[src/verilog/adc_cfg.svh]
// register offsets, field positions, reset values and timing counts
`ifndef ADC_CFG_SVH
`define ADC_CFG_SVH
`define OFS_CTRL1   8'h00
`define OFS_CTRL2   8'h04
`define OFS_RES_HI  8'h08
`define OFS_RES_LO  8'h0C
`define OFS_CMP     8'h10
`define OFS_CFG     8'h14
`define C1_DONE     7
`define C1_IEN      6
`define C1_CONT     5
`define C2_ACTIVE   7
`define C2_HWT      6
`define C2_CMPEN    5
`define C2_CMPGE    4
`define CF_LP       7
`define CF_DIV_HI   6
`define CF_DIV_LO   5
`define CF_LONG     4
`define CF_MODE10   3
`define CF_CLK_HI   1
`define CF_CLK_LO   0
`define N_EXT       24
`define CHAN_RSV0   5'h18
`define CHAN_RSV1   5'h19
`define CHAN_TEMP   5'h1A
`define CHAN_BG     5'h1B
`define CHAN_REFH0  5'h1C
`define CHAN_REFH1  5'h1D
`define CHAN_REFL   5'h1E
`define CHAN_OFF    5'h1F
`define CHAN_RST    5'h1F
`define SMP_SHORT   5'h04
`define SMP_LONG    5'h18
`define SETTLE_CYC  3'h5
`define MSB_IDX     4'h9
`define MSB_TRIAL   10'h200
`endif

[src/verilog/adc_pkg.sv]
// types shared by the converter control modules
package adc_pkg;
    typedef enum logic [2:0] {
        ST_IDLE  = 3'b001,
        ST_ARMED = 3'b010,
        ST_CONV  = 3'b100
    } ctl_state_t;
    typedef enum logic [1:0] {
        SRC_BUS      = 2'h0,
        SRC_BUS_DIV2 = 2'h1,
        SRC_ALT      = 2'h2,
        SRC_ASYNC    = 2'h3
    } clk_src_t;
    typedef enum logic [2:0] {
        SAR_IDLE   = 3'b001,
        SAR_SAMPLE = 3'b010,
        SAR_BIT    = 3'b100
    } sar_state_t;
    typedef struct packed {
        logic        ack;
        logic [31:0] rdata;
        ctl_state_t  state;
        logic [4:0]  chan;
        logic        irq_en;
        logic        cont;
        logic        hw_en;
        logic        cmp_en;
        logic        cmp_ge;
        logic        low_power;
        logic [1:0]  div;
        logic        long_smp;
        logic        mode10;
        clk_src_t    clk_sel;
        logic [9:0]  cmp_val;
        logic [9:0]  result;
        logic        done;
        logic        irq;
        logic [2:0]  trig_s;
        logic        trig_lvl;
        logic        start;
        logic        abort;
        logic [23:0] ext_sel;
        logic        temp_sel;
        logic        bg_sel;
        logic        refh_sel;
        logic        refl_sel;
        logic        sar_power;
    } ctl_st_t;
    typedef struct packed {
        sar_state_t state;
        logic [4:0] cnt;
        logic [2:0] settle;
        logic [3:0] bitidx;
        logic [9:0] code;
        logic [2:0] cmp_s;
        logic       cmp_lvl;
        logic       sample;
        logic       done;
        logic [9:0] result;
    } sar_st_t;
    typedef struct packed {
        logic       half;
        logic [2:0] alt_s;
        logic       alt_lvl;
        logic [2:0] asy_s;
        logic       asy_lvl;
        logic [2:0] div_cnt;
        logic       tick;
    } cgen_st_t;
endpackage

[src/verilog/sar_if.sv]
// handshake between conversion control and the approximation engine
`timescale 1ns/1ps
interface sar_if;
    logic       start;
    logic       abort;
    logic       long_sample;
    logic       busy;
    logic       done;
    logic [9:0] result;
    modport ctl (output start, abort, long_sample,
                 input  busy, done, result);
    modport eng (input  start, abort, long_sample,
                 output busy, done, result);
endinterface
[src/verilog/conv_clock_gen.sv]
// conversion clock source select and divider, as a tick on clk
`timescale 1ns/1ps
`include "adc_cfg.svh"
module conv_clock_gen
    import adc_pkg::*;
(
    // clock and reset
    input  wire logic       clk,
    input  wire logic       rst_n,
    // clock sources and mode
    input  wire logic       alternate_conv_clock,
    input  wire logic       local_async_conv_clock,
    input  wire logic       stop_mode,
    // selection
    input  wire clk_src_t   clk_sel,
    input  wire logic [1:0] clock_divide_select,
    // divided conversion clock tick
    output wire logic       conv_tick
);
    cgen_st_t   q;
    cgen_st_t   d;
    logic       pre;
    logic       alt_rise;
    logic       asy_rise;
    logic [2:0] lim;

    // source edge detect, select and divide
    always_comb begin
        d = q;
        d.half = ~q.half;
        d.alt_s = {q.alt_s[1:0], alternate_conv_clock};
        d.asy_s = {q.asy_s[1:0], local_async_conv_clock};
        if (q.alt_s[1] == q.alt_s[2]) d.alt_lvl = q.alt_s[2];
        if (q.asy_s[1] == q.asy_s[2]) d.asy_lvl = q.asy_s[2];
        alt_rise = (q.alt_s[1] == q.alt_s[2]) & q.alt_s[2] & ~q.alt_lvl;
        asy_rise = (q.asy_s[1] == q.asy_s[2]) & q.asy_s[2] & ~q.asy_lvl;
        unique case (clk_sel) // see RULE6
            SRC_BUS:      pre = 1'b1;
            SRC_BUS_DIV2: pre = q.half;
            SRC_ALT:      pre = alt_rise & ~stop_mode; // see RULE8
            SRC_ASYNC:    pre = asy_rise;
        endcase
        lim = 3'((4'h1 << clock_divide_select) - 4'h1);
        d.tick = 1'b0;
        if (pre) begin
            if (q.div_cnt >= lim) begin
                d.tick = 1'b1;
                d.div_cnt = 3'h0;
            end else begin
                d.div_cnt = q.div_cnt + 3'h1;
            end
        end
    end

    // state register
    always_ff @(posedge clk or negedge rst_n) begin
        if (!rst_n) q <= '0;
        else q <= d;
    end

    assign conv_tick = q.tick;
endmodule

[src/verilog/sar_adc_conversion_control.sv]
// register file, trigger, sequencing and result handling of the converter
//
// Design decisions made here: the register addresses and the Wishbone register port.
`timescale 1ns/1ps
`include "adc_cfg.svh"
// Overview of operation
// RULE1 - codes 0..23 pick external inputs; 1C and 1D high reference; 1E low
// RULE2 - reserved codes 18 and 19 still convert, result meaningless
// RULE3 - code 1A routes the temperature sensor channel
// RULE4 - code 1B routes the bandgap channel
// RULE5 - bits for absent channels act reserved, selecting nothing
// RULE6 - conversion clock from bus, bus half, local async or alternate
// RULE7 - software keeps the divided conversion clock inside its range
// RULE8 - alternate clock stays usable in wait mode
// RULE9 - software avoids the alternate clock in stop modes
// RULE10 - with hardware trigger on, counter overflow starts a conversion; in single mode only the first overflow after a control write
// RULE11 - hardware trigger works in run, wait and third stop mode
// RULE12 - ten-bit linear successive approximation search per sample
// RULE13 - results right-justified, ten or eight bits as configured
// RULE14 - single or continuous; single returns to idle alone
// RULE15 - completion flag with interrupt request
// RULE16 - optional compare, less-than or greater-or-equal, flags on hit
// RULE17 - sample time and speed versus power are configurable
// RULE18 - conversions continue in wait and third stop mode
// RULE19 - software picks long sample and slow clock for the sensor
// RULE20 - all-ones code powers the converter off, no trailing conversion
// RULE21 - control write aborts and restarts unless the code is all ones; with hardware trigger on, the code arms and waits for an overflow instead
// RULE22 - flag sets per conversion or compare hit; write or read clears
// RULE23 - overflow synchronised, one start each, ignored while converting
module sar_adc_conversion_control
    import adc_pkg::*;
(
    // clock and reset
    input  wire logic        clk,
    input  wire logic        rst_n,
    // wishbone slave
    input  wire logic        wb_cyc_i,
    input  wire logic        wb_stb_i,
    input  wire logic        wb_we_i,
    input  wire logic [7:0]  wb_adr_i,
    input  wire logic [31:0] wb_dat_i,
    input  wire logic [3:0]  wb_sel_i,
    output wire logic [31:0] wb_dat_o,
    output wire logic        wb_ack_o,
    // trigger, clocks and processor mode
    input  wire logic        hw_conv_trigger,
    input  wire logic        alternate_conv_clock,
    input  wire logic        local_async_conv_clock,
    input  wire logic        stop_mode,
    // analog front end
    input  wire logic        comparator_in,
    output wire logic [23:0] ext_chan_sel,
    output wire logic        temp_sensor_channel_sel,
    output wire logic        bandgap_channel_sel,
    output wire logic        ref_high_sel,
    output wire logic        ref_low_sel,
    output wire logic        sar_power,
    output wire logic        low_power,
    output wire logic        sample_switch,
    output wire logic [9:0]  dac_code,
    // interrupt request
    output wire logic        conv_irq
);
    ctl_st_t     q;
    ctl_st_t     d;
    logic        req;
    logic        wr;
    logic        rd;
    logic [7:0]  adr;
    logic        trig_rise;
    logic        wr_c1;
    logic        hit;
    logic [9:0]  fmt;
    logic [9:0]  cv;
    logic [23:0] ext_dec;
    logic        conv_tick;
    sar_if       sar ();

    // one decoder per external input, absent codes select nothing
    genvar gi;
    generate
        for (gi = 0; gi < `N_EXT; gi++) begin : g_ext
            assign ext_dec[gi] = (d.chan == 5'(gi)); // see RULE1
        end
    endgenerate

    // bus decode, registers, trigger and sequencing
    always_comb begin
        d = q;
        d.start = 1'b0;
        d.abort = 1'b0;
        adr = {wb_adr_i[7:2], 2'b00};
        req = wb_cyc_i & wb_stb_i;
        wr = req & q.ack & wb_we_i;
        rd = req & q.ack & ~wb_we_i;
        wr_c1 = wr & wb_sel_i[0] & (adr == `OFS_CTRL1);
        d.ack = req & ~q.ack;
        // read data, unmapped reads as zero
        d.rdata = 32'h0000_0000;
        if (req & ~q.ack & ~wb_we_i) begin
            unique case (adr)
                `OFS_CTRL1: begin
                    d.rdata[`C1_DONE] = q.done;
                    d.rdata[`C1_IEN] = q.irq_en;
                    d.rdata[`C1_CONT] = q.cont;
                    d.rdata[4:0] = q.chan;
                end
                `OFS_CTRL2: begin
                    d.rdata[`C2_ACTIVE] = (q.state == ST_CONV);
                    d.rdata[`C2_HWT] = q.hw_en;
                    d.rdata[`C2_CMPEN] = q.cmp_en;
                    d.rdata[`C2_CMPGE] = q.cmp_ge;
                end
                `OFS_RES_HI: d.rdata[1:0] = q.result[9:8];
                `OFS_RES_LO: d.rdata[7:0] = q.result[7:0];
                `OFS_CMP:    d.rdata[9:0] = q.cmp_val;
                `OFS_CFG: begin
                    d.rdata[`CF_LP] = q.low_power;
                    d.rdata[`CF_DIV_HI:`CF_DIV_LO] = q.div;
                    d.rdata[`CF_LONG] = q.long_smp;
                    d.rdata[`CF_MODE10] = q.mode10;
                    d.rdata[`CF_CLK_HI:`CF_CLK_LO] = q.clk_sel;
                end
                default: d.rdata = 32'h0000_0000;
            endcase
        end
        // overflow pin: three stages, change once stages two and three agree
        d.trig_s = {q.trig_s[1:0], hw_conv_trigger};
        if (q.trig_s[1] == q.trig_s[2]) d.trig_lvl = q.trig_s[2];
        trig_rise = (q.trig_s[1] == q.trig_s[2]) & q.trig_s[2]
                    & ~q.trig_lvl; // see RULE23
        // result formatting and compare
        fmt = q.mode10 ? sar.result : {2'b00, sar.result[9:2]}; // see RULE13
        cv = q.mode10 ? q.cmp_val : {2'b00, q.cmp_val[7:0]};
        hit = q.cmp_ge ? (fmt >= cv) : (fmt < cv); // see RULE16
        // register writes
        if (wr & wb_sel_i[0]) begin
            unique case (adr)
                `OFS_CTRL2: begin
                    d.hw_en = wb_dat_i[`C2_HWT];
                    d.cmp_en = wb_dat_i[`C2_CMPEN];
                    d.cmp_ge = wb_dat_i[`C2_CMPGE];
                end
                `OFS_CMP: d.cmp_val[7:0] = wb_dat_i[7:0];
                `OFS_CFG: begin
                    d.low_power = wb_dat_i[`CF_LP]; // see RULE17
                    d.div = wb_dat_i[`CF_DIV_HI:`CF_DIV_LO];
                    d.long_smp = wb_dat_i[`CF_LONG];
                    d.mode10 = wb_dat_i[`CF_MODE10];
                    d.clk_sel = clk_src_t'(wb_dat_i[`CF_CLK_HI:`CF_CLK_LO]);
                end
                default: begin
                end
            endcase
        end
        if (wr & wb_sel_i[1] & (adr == `OFS_CMP))
            d.cmp_val[9:8] = wb_dat_i[9:8];
        // clears first so that a completing conversion wins
        if (wr_c1 | (rd & (adr == `OFS_RES_LO)))
            d.done = 1'b0; // see RULE22
        // sequencing; no mode input gates any of it
        unique case (q.state) // see RULE11 RULE18
            ST_IDLE: begin
            end
            ST_ARMED: if (trig_rise) begin // see RULE10
                d.start = 1'b1;
                d.state = ST_CONV;
            end
            ST_CONV: if (sar.done) begin // see RULE23
                if (!q.cont) d.state = ST_IDLE; // see RULE14
                else if (q.hw_en) d.state = ST_ARMED;
                else d.start = 1'b1;
            end
        endcase
        // completion, including reserved-channel results
        if (sar.done && q.state == ST_CONV) begin // see RULE2
            d.result = fmt;
            if (!q.cmp_en || hit) d.done = 1'b1; // see RULE22 RULE15
        end
        // control write aborts, then restarts, arms on hardware trigger, or goes idle on the all-ones code
        if (wr_c1) begin
            d.irq_en = wb_dat_i[`C1_IEN];
            d.cont = wb_dat_i[`C1_CONT];
            d.chan = wb_dat_i[4:0];
            d.abort = 1'b1; // see RULE21
            d.start = 1'b0;
            if (wb_dat_i[4:0] == `CHAN_OFF) begin
                d.state = ST_IDLE; // see RULE20
            end else if (d.hw_en) begin
                d.state = ST_ARMED;
            end else begin
                d.start = 1'b1;
                d.state = ST_CONV;
            end
        end
        // analog routing, reserved and absent codes route nothing
        d.ext_sel = ext_dec; // see RULE5
        d.temp_sel = (d.chan == `CHAN_TEMP); // see RULE3
        d.bg_sel = (d.chan == `CHAN_BG); // see RULE4
        d.refh_sel = (d.chan == `CHAN_REFH0) | (d.chan == `CHAN_REFH1);
        d.refl_sel = (d.chan == `CHAN_REFL); // see RULE1
        d.sar_power = (d.state == ST_CONV); // see RULE20
        d.irq = d.done & d.irq_en; // see RULE15
    end

    // state register
    always_ff @(posedge clk or negedge rst_n) begin
        if (!rst_n) begin
            q <= '0;
            q.state <= ST_IDLE;
            q.chan <= `CHAN_RST;
            q.clk_sel <= SRC_BUS;
        end else begin
            q <= d;
        end
    end

    // engine handshake
    assign sar.start = q.start;
    assign sar.abort = q.abort;
    assign sar.long_sample = q.long_smp;

    conv_clock_gen u_clk (
        .clk                    (clk),
        .rst_n                  (rst_n),
        .alternate_conv_clock   (alternate_conv_clock),
        .local_async_conv_clock (local_async_conv_clock),
        .stop_mode              (stop_mode),
        .clk_sel                (q.clk_sel),
        .clock_divide_select    (q.div),
        .conv_tick              (conv_tick)
    );

    sar_engine u_eng (
        .clk           (clk),
        .rst_n         (rst_n),
        .sar           (sar.eng),
        .conv_tick     (conv_tick),
        .comparator_in (comparator_in),
        .dac_code      (dac_code),
        .sample_switch (sample_switch)
    );

    // outputs
    assign wb_dat_o = q.rdata;
    assign wb_ack_o = q.ack;
    assign ext_chan_sel = q.ext_sel;
    assign temp_sensor_channel_sel = q.temp_sel;
    assign bandgap_channel_sel = q.bg_sel;
    assign ref_high_sel = q.refh_sel;
    assign ref_low_sel = q.refl_sel;
    assign sar_power = q.sar_power;
    assign low_power = q.low_power;
    assign conv_irq = q.irq;
endmodule

[src/verilog/sar_engine.sv]
// successive approximation search over a 10-bit trial code
`timescale 1ns/1ps
`include "adc_cfg.svh"
module sar_engine
    import adc_pkg::*;
(
    // clock and reset
    input  wire logic       clk,
    input  wire logic       rst_n,
    // control handshake
    sar_if.eng              sar,
    // conversion clock tick and analog side
    input  wire logic       conv_tick,
    input  wire logic       comparator_in,
    output wire logic [9:0] dac_code,
    output wire logic       sample_switch
);
    sar_st_t    q;
    sar_st_t    d;
    logic [4:0] smp_lim;

    // sample phase then one bit per settled tick
    always_comb begin
        d = q;
        d.done = 1'b0;
        d.cmp_s = {q.cmp_s[1:0], comparator_in};
        if (q.cmp_s[1] == q.cmp_s[2]) d.cmp_lvl = q.cmp_s[2];
        smp_lim = sar.long_sample ? `SMP_LONG : `SMP_SHORT; // see RULE17
        if (sar.start) begin
            d.state = SAR_SAMPLE;
            d.cnt = 5'h00;
            d.sample = 1'b1;
            d.code = 10'h000;
        end else if (sar.abort) begin
            d.state = SAR_IDLE;
            d.sample = 1'b0;
            d.code = 10'h000;
        end else begin
            unique case (q.state)
                SAR_IDLE: begin
                end
                SAR_SAMPLE: if (conv_tick) begin
                    if (q.cnt >= smp_lim - 5'h01) begin
                        d.sample = 1'b0;
                        d.state = SAR_BIT;
                        d.bitidx = `MSB_IDX;
                        d.code = `MSB_TRIAL;
                        d.settle = 3'h0;
                    end else begin
                        d.cnt = q.cnt + 5'h01;
                    end
                end
                SAR_BIT: begin
                    // wait out the comparator synchroniser delay
                    if (q.settle != `SETTLE_CYC)
                        d.settle = q.settle + 3'h1;
                    if (conv_tick && q.settle == `SETTLE_CYC) begin
                        d.code[q.bitidx] = q.cmp_lvl; // see RULE12
                        d.settle = 3'h0;
                        if (q.bitidx == 4'h0) begin
                            d.done = 1'b1;
                            d.result = d.code;
                            d.state = SAR_IDLE;
                        end else begin
                            d.bitidx = q.bitidx - 4'h1;
                            d.code[q.bitidx - 4'h1] = 1'b1;
                        end
                    end
                end
            endcase
        end
    end

    // state register
    always_ff @(posedge clk or negedge rst_n) begin
        if (!rst_n) begin
            q <= '0;
            q.state <= SAR_IDLE; // all-zero is no legal state
        end else begin
            q <= d;
        end
    end

    assign sar.busy = (q.state != SAR_IDLE);
    assign sar.done = q.done;
    assign sar.result = q.result;
    assign dac_code = q.code;
    assign sample_switch = q.sample;
endmodule

[config.mk]
export PLATFORM = sky130hd
export DESIGN_NAME = sar_adc_conversion_control
export DESIGN_NICKNAME = d
export VERILOG_FILES = /design/src/verilog/adc_pkg.sv /design/src/verilog/sar_if.sv /design/src/verilog/conv_clock_gen.sv /design/src/verilog/sar_adc_conversion_control.sv /design/src/verilog/sar_engine.sv
export VERILOG_INCLUDE_DIRS = /design/src /design/src/verilog
export SDC_FILE = /design/constraint.sdc
export NUM_CORES = 1
export LEC_CHECK = 0
export BUFFER_PORTS_ARGS = -buffer_cell sky130_fd_sc_hd__buf_2
export CAP_MARGIN = 40
export CORE_UTILIZATION = 35
export CTS_CLUSTER_SIZE = 28
export DETAILED_ROUTE_END_ITERATION = 7
export PLACE_DENSITY = 0.54
export SYNTH_ARGS = -nofsm -noshare
export SYNTH_HDL_FRONTEND = slang
export SYNTH_SLANG_ARGS = --single-unit
export TNS_END_PERCENT = 1
[constraint.sdc]
create_clock -name clk -period 3.3 [get_ports clk]
set_clock_uncertainty 0.2 [all_clocks]
set_input_delay 0.165 -clock clk [delete_from_list [all_inputs] [get_ports clk]]
set_output_delay 0.165 -clock clk [all_outputs]
set_load 0.05 [all_outputs]
Word level (Yosys, flattened, before mapping)

Index checks and enable logic that the tools add are counted.

Flip-flop bits (word level): 142
Bits of input ports: 54
Output and inout bits: 75
Logic and storage cells: 246

$add $sub $neg: 6
Order comparisons: 8
Equal/unequal tests: 59
Shift-type cells: 1
Multiplexer cells: 68
Bitwise logic cells: 31
Reductions and logical operators: 27

Operators with widths:

| kind                                                   | count |
|---|---|
| equality test 5 bit (second input constant)            | 14 |
| two-way mux 10 bit                                     | 7 |
| two-way mux 11 bit                                     | 5 |
| equality test 5 x 4 -> 1 bit (second input constant)   | 8 |
| two-way mux 3 bit                                      | 13 |
| two-way mux 17 bit                                     | 2 |
| one-hot mux 17 bit (2 select lines)                    | 1 |
| two-way mux 25 bit                                     | 1 |
| equality test 5 x 3 -> 1 bit (second input constant)   | 4 |
| one-hot mux 4 bit (5 select lines)                     | 1 |
| bitwise AND 1 bit                                      | 19 |
| two-way mux 1 bit                                      | 19 |
| two-way mux 5 bit                                      | 3 |
| two-way mux 14 bit                                     | 1 |
| equality test 3 bit (second input constant)            | 4 |
| equality test 6 x 2 -> 1 bit (second input constant)   | 2 |
| equality test 6 x 3 -> 1 bit (second input constant)   | 2 |
| two-way mux 12 bit                                     | 1 |
| inequality test 4 x 3 -> 1 bit (second input constant) | 3 |
| one-hot mux 3 bit (2 select lines)                     | 2 |
| bitwise mux 10 bit                                     | 1 |
| equality test 5 x 2 -> 1 bit (second input constant)   | 2 |
| greater-or-equal comparator 10 bit                     | 1 |
| < comparator 10 bit                                    | 1 |
| other kinds (48)                                       | 83 |

Depth between registers and ports, before layout

Gate-level depths: netlist of the first run.

Word-level depth: 11
Depth in mapped cells: 8
Mapped depth without buffers: 7

Cells and area by module

A second synthesis of the first run with hierarchy kept.

Cell total of the unflattened synthesis: 715
Area, all modules: 7324.5 um^2

Modules (own cells, without submodules):

| module                     | times used | cells each | area each (um^2) | seq. area each (um^2) |
|---|---|---|---|---|
| sar_adc_conversion_control | 1          | 430        | 4426.7           | 2209.6 |
| sar_engine                 | 1          | 241        | 2336.0           | 1027.2 |
| conv_clock_gen             | 1          | 44         | 561.8            | 325.3 |

Worst setup path after synthesis of the first run

OpenSTA, ideal clock, no wires.

Kind: reg-to-reg
Start: register q[59] in the netlist's numbering
End: register q, in the netlist conv_irq
Setup time: 0.083 ns
Arrival time: 2.494 ns
Required time: 3.017 ns
Path slack: 0.523 ns
Cell stages (with the launch flop): 9
Path buffers: 1
Period minus slack after synthesis: 2.777 ns
Cells stage by stage: dfrtp_1 clkbuf_1 mux2_2 ha_1 a21oi_1 o21ai_0 a2111oi_0 mux2_2 o21ai_0

RTL lines:

| item            | line                             | RTL |
|---|---|---|
| start, declared | sar_adc_conversion_control.sv:64 | `ctl_st_t q;` |

==> results.sh, run 1 <==
export IMPL_min_period_ns=2.92
export IMPL_ys_warn_count=0
export IMPL_num_rows=52
export IMPL_cts_tree="yes"
export IMPL_switching_share_pct=30.9
export IMPL_coreArea_sq_um=20400
export IMPL_vias=5371
export IMPL_ys_seq_area_share_pct=48.6
export IMPL_setup_viol=0
export IMPL_whs_endpoint="wb_dat_o[3]"
export IMPL_die_area_sq_um=21500
export IMPL_r2r_start="q[59]"
export IMPL_grt_overflow=0
export IMPL_fin_ws_ns=0.376
export IMPL_grt_pass1_vias=5296
export IMPL_crit_chain="mux2_2, ha_1, a21oi_1, o21ai_0, a2111oi_0, mux2_2, o21ai_0"
export IMPL_cp_slowest_cell="dfrtp_1"
export IMPL_synth_flop_cell="dfrtp_1"
export IMPL_dpl_worst_slack_ns=0.361
export IMPL_cts_max_path_buffers=2
export IMPL_die_w_um=147
export IMPL_clkPwrFrac_pct=40.9
export IMPL_p_int_mw=3.31
export IMPL_wl_per_cell_um=15.4
export IMPL_tns_ns=0
export IMPL_initial_core_util_pct=36.0
export IMPL_powerDensity_nw_per_um2=565
export IMPL_numCtsBuffers=17
export IMPL_grt_pass1_wl_mm=28.1
export IMPL_post_route_util_pct=41.7
export IMPL_arrival_ns=3.05
export IMPL_drc_errors=0
export IMPL_io_buffer_count=80
export IMPL_r2r_cells=7
export IMPL_syn_inst=725
export IMPL_wirelength_mm=16.5
export IMPL_final_area_sq_um=8490
export IMPL_grt_max_degree=61
export IMPL_worstPathRequired_ns=3.43
export IMPL_postCtsSetupRepairBufs=0
export IMPL_rsz0062_at_grt="false"
export IMPL_drt_vias_per_instance=4.99
export IMPL_clkTransAtPathRegs_ns=0.06
export IMPL_status="finished, final reports clean"
export IMPL_synthDistinctLibCells=67
export IMPL_clock_sinks=142
export IMPL_synth_edf_count=0
export IMPL_clock_latency_ns=0.42
export IMPL_maxCapViolCount=0
export IMPL_worst_setup_path_start_kind="flip-flop"
export IMPL_crit_fanout=14
export IMPL_timing_final_max_slew_violations=0
export IMPL_grt_use_total_pct=16.6
export IMPL_ctsHoldBuffers=26
export IMPL_die_h_um=147
export IMPL_drtIter0Drc=304
export IMPL_placed_area_sq_um=7630
export IMPL_hold_violations=0
export IMPL_hold_start="wb_we_i"
export IMPL_ios=129
export IMPL_syn_area_sq_um=7320
export IMPL_htreeDepth=4
export IMPL_p_leak_nw=4.11
export IMPL_antenna_cells=0
export IMPL_syn_to_final_growth_pct=15.9
export IMPL_dpl_hpwl_mm=12.0
export IMPL_min_path_cells=5
export IMPL_slew_headroom_pct=52.4
export IMPL_path_delay_family="compound AO/OA/AOI/OAI gates"
export IMPL_crit_buf_inv=0
export IMPL_syn_avg_cell_area_sq_um=10.1
export IMPL_synthArstFlopShare_pct=100
export IMPL_fin_crit_sh_pct=88.6
export IMPL_ir_drop_mv=0.347
export IMPL_max_freq_mhz=342
export IMPL_power_frac_seq_pct=42.1
export IMPL_switchingPower_mw=1.48
export IMPL_ys_ff_latch=142
export IMPL_antenna_found_initial=0
export IMPL_cp_end_kind="flip-flop"
export IMPL_hp_class="in2reg"
export IMPL_rr_endpoint="q[36]"
export IMPL_timing_hold_ws_ns=0.0281
export IMPL_combPwrFrac_pct=17.0
export IMPL_final_layout_size_suffix_gt1_share_pct=22.8
export IMPL_tightest_slew_ns=0.708
export IMPL_cpPeakStageDelay_ns=0.64
export IMPL_reg2reg_slack_ns=0.38
export IMPL_cts_root_buffer="clkbuf_16"
export IMPL_gp_congestion=0.841
export IMPL_cts_resized=0
export IMPL_dr_pass1_iters=5
export IMPL_setup_worst_path_class="reg2reg"
export IMPL_final_nets=870
export IMPL_antenna_left=0
==> logic make-up (layout without fill, tap and decap cells) <==
kind of cell / Yosys count / after routing / share of synthesized area (%)
other: 1 / 22 / 0.0512
AND/OR/NAND/NOR: 258 / 258 / 17.6
flip-flops: 142 / 142 / 48.6
adder cells (fa/ha/maj): 23 / 23 / 3.89
multiplexers: 56 / 56 / 8.83
AO/OA/AOI/OAI: 127 / 127 / 10.8
buffers and inverters: 115 / 176 / 9.81
XOR/XNOR: 3 / 3 / 0.359
==> how the worst max path moves through the flow <==
| stage | start | endpoint | slack, ns | depth (start not counted) |
|---|---|---|---|---|
| CTS | q[59] | conv_irq | 0.36 | 7 |
| floorplan | q[59] | conv_irq | 0.52 | 8 |
| finish | q[59] | q[36] | 0.38 | 7 |
| detailed placement | q[59] | q[36] | 0.36 | 7 |
| global route | q[59] | conv_irq | 0.18 | 7 |
| global placement | q[59] | conv_irq | 0.42 | 7 |
==> synth_stat cells, types with 3 or more instances <==
library cell | number | area share (%)
ha_1 | 22 | 3.8
nand2b_1 | 14 | 1.2
buf_2 | 4 | 0.27
dfrtp_1 | 135 | 46
and2_1 | 8 | 0.68
or2_2 | 4 | 0.34
o31ai_1 | 6 | 0.61
nor2b_1 | 11 | 0.94
a31oi_1 | 7 | 0.60
o22ai_1 | 5 | 0.43
clkbuf_1 | 11 | 0.56
o41ai_1 | 3 | 0.36
buf_4 | 69 | 7.1
inv_1 | 27 | 1.4
a22oi_1 | 8 | 0.82
nor4b_1 | 3 | 0.36
nand3_1 | 6 | 0.41
mux2_2 | 31 | 4.8
a211oi_1 | 7 | 0.72
buf_6 | 3 | 0.46
mux2i_1 | 17 | 2.3
a21oi_1 | 27 | 1.8
dfstp_2 | 7 | 2.5
nand4_1 | 8 | 0.68
a22o_1 | 3 | 0.36
mux2_4 | 7 | 1.4
and3_1 | 5 | 0.43
nor4_1 | 3 | 0.26
nor3_1 | 14 | 0.96
nand2_1 | 88 | 4.5
nor2_1 | 69 | 3.5
a21o_1 | 8 | 0.82
or3_1 | 3 | 0.26
o21ai_0 | 40 | 2.7
==> registers in the layout, indices dropped and copies added (netlist names), 2 cells and up <==
register	count
d	2
ext_chan_sel	24
q	41
u_clk.d	4
u_clk.q	8
u_eng.d	2
u_eng.dac_code	10
u_eng.q	17
u_eng.sar.result	10
wb_dat_o	10
==> cell usage in the layout, fill, tap and decap left out, types with 3 or more instances in the layout <==
cell and n:
a21o_1 8, nor2b_1 11, buf_2 79, nand2_1 88, buf_4 10, mux2_4 7, inv_6 6, dlygate4sd3_1 26
mux2_2 31, a21oi_1 27, nor3_1 14, dfrtp_1 135, nand2b_1 14, ha_1 22, and2_1 8, nand4_1 8
nor4_1 3, a22oi_1 8, mux2i_1 17, nor2_1 69, or2_2 4, conb_1 22, nand3_1 6, clkbuf_16 17
or3_1 3, nor4b_1 3, clkinvlp_4 3, and3_1 5, a31oi_1 7, dfstp_2 7, inv_1 27, o31ai_1 6
o22ai_1 5, o41ai_1 3, a22o_1 3, o21ai_0 40, a211oi_1 7
==> layer usage <==
metal | GRT usage [%] | vias up | wire [um]
li1 | - | 2552 | -
met1 | 24.1 | 2689 | 8220
met2 | 24.6 | 113 | 7470
met3 | 3.31 | 17 | 665
met4 | 5.05 | 0 | 182
met5 | 0 | - | 0
==> metrics by stage <==
step | total power, mW | std cells
2_1_floorplan | 2.64 | 746
3_3_place_gp | 2.83 | 1019
3_5_place_dp | 2.85 | 1019
4_1_cts | 4.84 | 1077
5_1_grt | 5.04 | 1077
6_report | 4.80 | 1077
==> area by class of cell <==
class                      count  area, sq um
clock buffer                  17          425
clock inverter                15          175
fill                        2009        11900
inverter                      27          101
multi-input combinational    489         3120
sequential                   142         3560
tap                          270          338
timing repair buffer         117          762
==> power by group through the flow <==
| stage | registers (mW) | clock network (mW) | logic [mW] |
|---|---|---|---|
| 5_1_grt | 2.04 | 2.07 | 0.926 |
| 6_report | 2.02 | 1.96 | 0.817 |
| 4_1_cts | 2.02 | 2.00 | 0.821 |
| 3_3_place_gp | 2.05 | 0 | 0.784 |
| 3_5_place_dp | 2.05 | 0 | 0.799 |
| 2_1_floorplan | 2.01 | 0 | 0.629 |
==> worst register-to-register path, delay by kind of cell, from the launching register on <==
family,cells,cell delay (ns)
DFF,1,0.64
AOI/OAI and AO/OA,4,0.85
muxes,2,0.81
adders and majority gates,1,0.33
No activity file was read; power rests on OpenSTA's default activity.
==> run 2: changes to the inputs <==
--- a/config.mk
+++ b/config.mk
@@ -11,7 +11,7 @@
 export CORE_UTILIZATION = 35
 export CTS_CLUSTER_SIZE = 28
 export DETAILED_ROUTE_END_ITERATION = 7
-export PLACE_DENSITY = 0.54
+export PLACE_DENSITY = 0.61
 export SYNTH_ARGS = -nofsm -noshare
 export SYNTH_HDL_FRONTEND = slang
 export SYNTH_SLANG_ARGS = --single-unit
==> run 2 against run 1 <==
Effect of this change:
- wire length down 0.63%
- register-to-register slack lost 0.02 ns
- utilization down 0.20 points
- worst hold slack improved by 0.0040 ns
- non-clock buffer count down 2
- critical path type unchanged
- critical endpoint unchanged
==> results.sh, run 2 (same netlist as run 1, synthesis figures left out) <==
export IMPL_ios=129
export IMPL_drc_errors=0
export IMPL_hold_violations=0
export IMPL_vias=5255
export IMPL_cts_root_buffer="clkbuf_16"
export IMPL_final_nets=868
export IMPL_powerDensity_nw_per_um2=556
export IMPL_setup_viol=0
export IMPL_post_route_util_pct=41.5
export IMPL_numCtsBuffers=17
export IMPL_fin_crit_sh_pct=89.1
export IMPL_antenna_found_initial=0
export IMPL_cp_slowest_cell="dfrtp_1"
export IMPL_wl_per_cell_um=15.3
export IMPL_regArea_sq_um=3560
export IMPL_p_leak_nw=4.09
export IMPL_io_buffer_count=80
export IMPL_antenna_left=0
export IMPL_dpl_hpwl_mm=11.7
export IMPL_clock_latency_ns=0.43
export IMPL_antenna_cells=0
export IMPL_dp_cells=1017
export IMPL_gp_congestion=0.858
export IMPL_rsz0062_at_grt="false"
export IMPL_grt_pass1_vias=5142
export IMPL_tightest_slew_ns=0.823
export IMPL_final_common_cell="dfrtp_1"
export IMPL_fin_cells=1075
export IMPL_grt_max_degree=90
export IMPL_timing_final_max_slew_violations=0
export IMPL_rr_endpoint="q[36]"
export IMPL_regMostFlops="q"
export IMPL_die_area_sq_um=21500
export IMPL_r2r_start="q[59]"
export IMPL_grt_use_total_pct=16.1
export IMPL_syn_to_final_growth_pct=15.3
export IMPL_maxCapViolCount=0
export IMPL_r2r_cells=7
export IMPL_path_depth=7
export IMPL_grt_overflow=0
export IMPL_crit_end="q[36]"
export IMPL_coreArea_sq_um=20400
export IMPL_drt_vias_per_instance=4.89
export IMPL_hp_class="in2reg"
export IMPL_final_cell_mix="dfrtp_1 (135), nand2_1 (88), buf_2 (79), nor2_1 (69), o21ai_0 (40)"
export IMPL_cts_max_path_buffers=2
export IMPL_min_path_cells=2
export IMPL_arrival_ns=3.08
export IMPL_dr_pass1_iters=5
export IMPL_crit_fanout=14
export IMPL_worst_setup_path_start_kind="flip-flop"
export IMPL_drtIter0Drc=323
export IMPL_multi_input_area_sq_um=3120
export IMPL_ctsHoldBuffers=26
export IMPL_largest_register_ffs=41
export IMPL_cts_resized=0
export IMPL_clock_sinks=142
export IMPL_die_w_um=147
export IMPL_crit_chain="mux2_2, ha_1, a21oi_1, o21ai_0, a2111oi_0, mux2_2, o21ai_0"
export IMPL_crit_buf_inv=0
export IMPL_htreeDepth=4
export IMPL_reg2reg_slack_ns=0.36
export IMPL_min_period_ns=2.94
export IMPL_max_freq_mhz=340
export IMPL_tns_ns=0
export IMPL_slew_headroom_pct=45.1
export IMPL_num_rows=52
export IMPL_die_h_um=147
export IMPL_cp_end_kind="flip-flop"
export IMPL_postCtsSetupRepairBufs=0
export IMPL_setup_worst_path_class="reg2reg"
export IMPL_grt_pass1_wl_mm=27.1
export IMPL_status="finished, final reports clean"
export IMPL_wirelength_mm=16.4
export IMPL_final_layout_size_suffix_gt1_share_pct=22.6
export IMPL_ir_drop_mv=0.350
export IMPL_cp_startpoint="q[59]"
export IMPL_cpPeakStageDelay_ns=0.65
export IMPL_cts_tree="yes"
export IMPL_fillers=1976
export IMPL_path_delay_family="compound AO/OA/AOI/OAI gates"
export IMPL_worstPathRequired_ns=3.44
export IMPL_clkTransAtPathRegs_ns=0.07
export IMPL_initial_core_util_pct=36.0
run 2: changes by cell type in the layout (fill, tap and decap cells not counted):
cell        before  now
buf_4           10    8
bufinv_16        2    0
clkinv_4         2    4
clkinv_8         0    2
clkinvlp_4       3    1
run 2: worst min path at each step:
stage	from	endpoint
floorplan	rst_n	bandgap_channel_sel
global placement	comparator_in	u_eng.d[14]
detailed placement	local_async_conv_clock	u_clk.d[6]
CTS	wb_adr_i[4]	sar.abort
global route	wb_adr_i[4]	sar.abort
finish	wb_adr_i[4]	sar.abort
run 2: per-layer routing:
metal	routed length [um]	share of wire [%]	track usage, %	vias to the layer above
met5	0	0	0	-
met4	232	1.4	5.68	0
met3	749	4.6	4.34	19
met2	7440	45	24.3	126
met1	8020	49	22.2	2540
li1	-	-	-	2570
run 2: power breakdown:
group	total [mW]	switching, mW	leakage [nW]	internal (mW)
Clock	1.85	0.851	0.279	1.00
Combinational	0.823	0.516	1.95	0.307
Sequential	2.02	0.151	1.87	1.87
run 2: stage by stage:
step | total power [mW] | setup WS (ns) | hold slack (ns) | instance area, sq um
after floorplan | 2.64 | 0.523 | -0.331 | 7400
final | 4.69 | 0.360 | 0.0321 | 8450
after CTS | 4.73 | 0.350 | 0.0168 | 8450
after global routing | 4.94 | 0.132 | 0.0335 | 8450
after global placement | 2.82 | 0.415 | 0.0740 | 7610
after detailed placement | 2.84 | 0.363 | 0.0743 | 7610
run 2: layout make-up:
class / count / area share (%)
Sequential cell: 142 / 42.2
Timing Repair Buffer: 115 / 8.84
Inverter: 27 / 1.20
Tap cell: 270 / 4.00
Clock inverter: 15 / 1.78
Multi-Input combinational cell: 489 / 37.0
Clock buffer: 17 / 5.04
run 2: worst reg2reg max path, cell delays in order (launching register included):
cell	delay [ns]
dfrtp_1	0.65
mux2_2	0.41
ha_1	0.33
a21oi_1	0.16
o21ai_0	0.10
a2111oi_0	0.45
mux2_2	0.40
o21ai_0	0.15
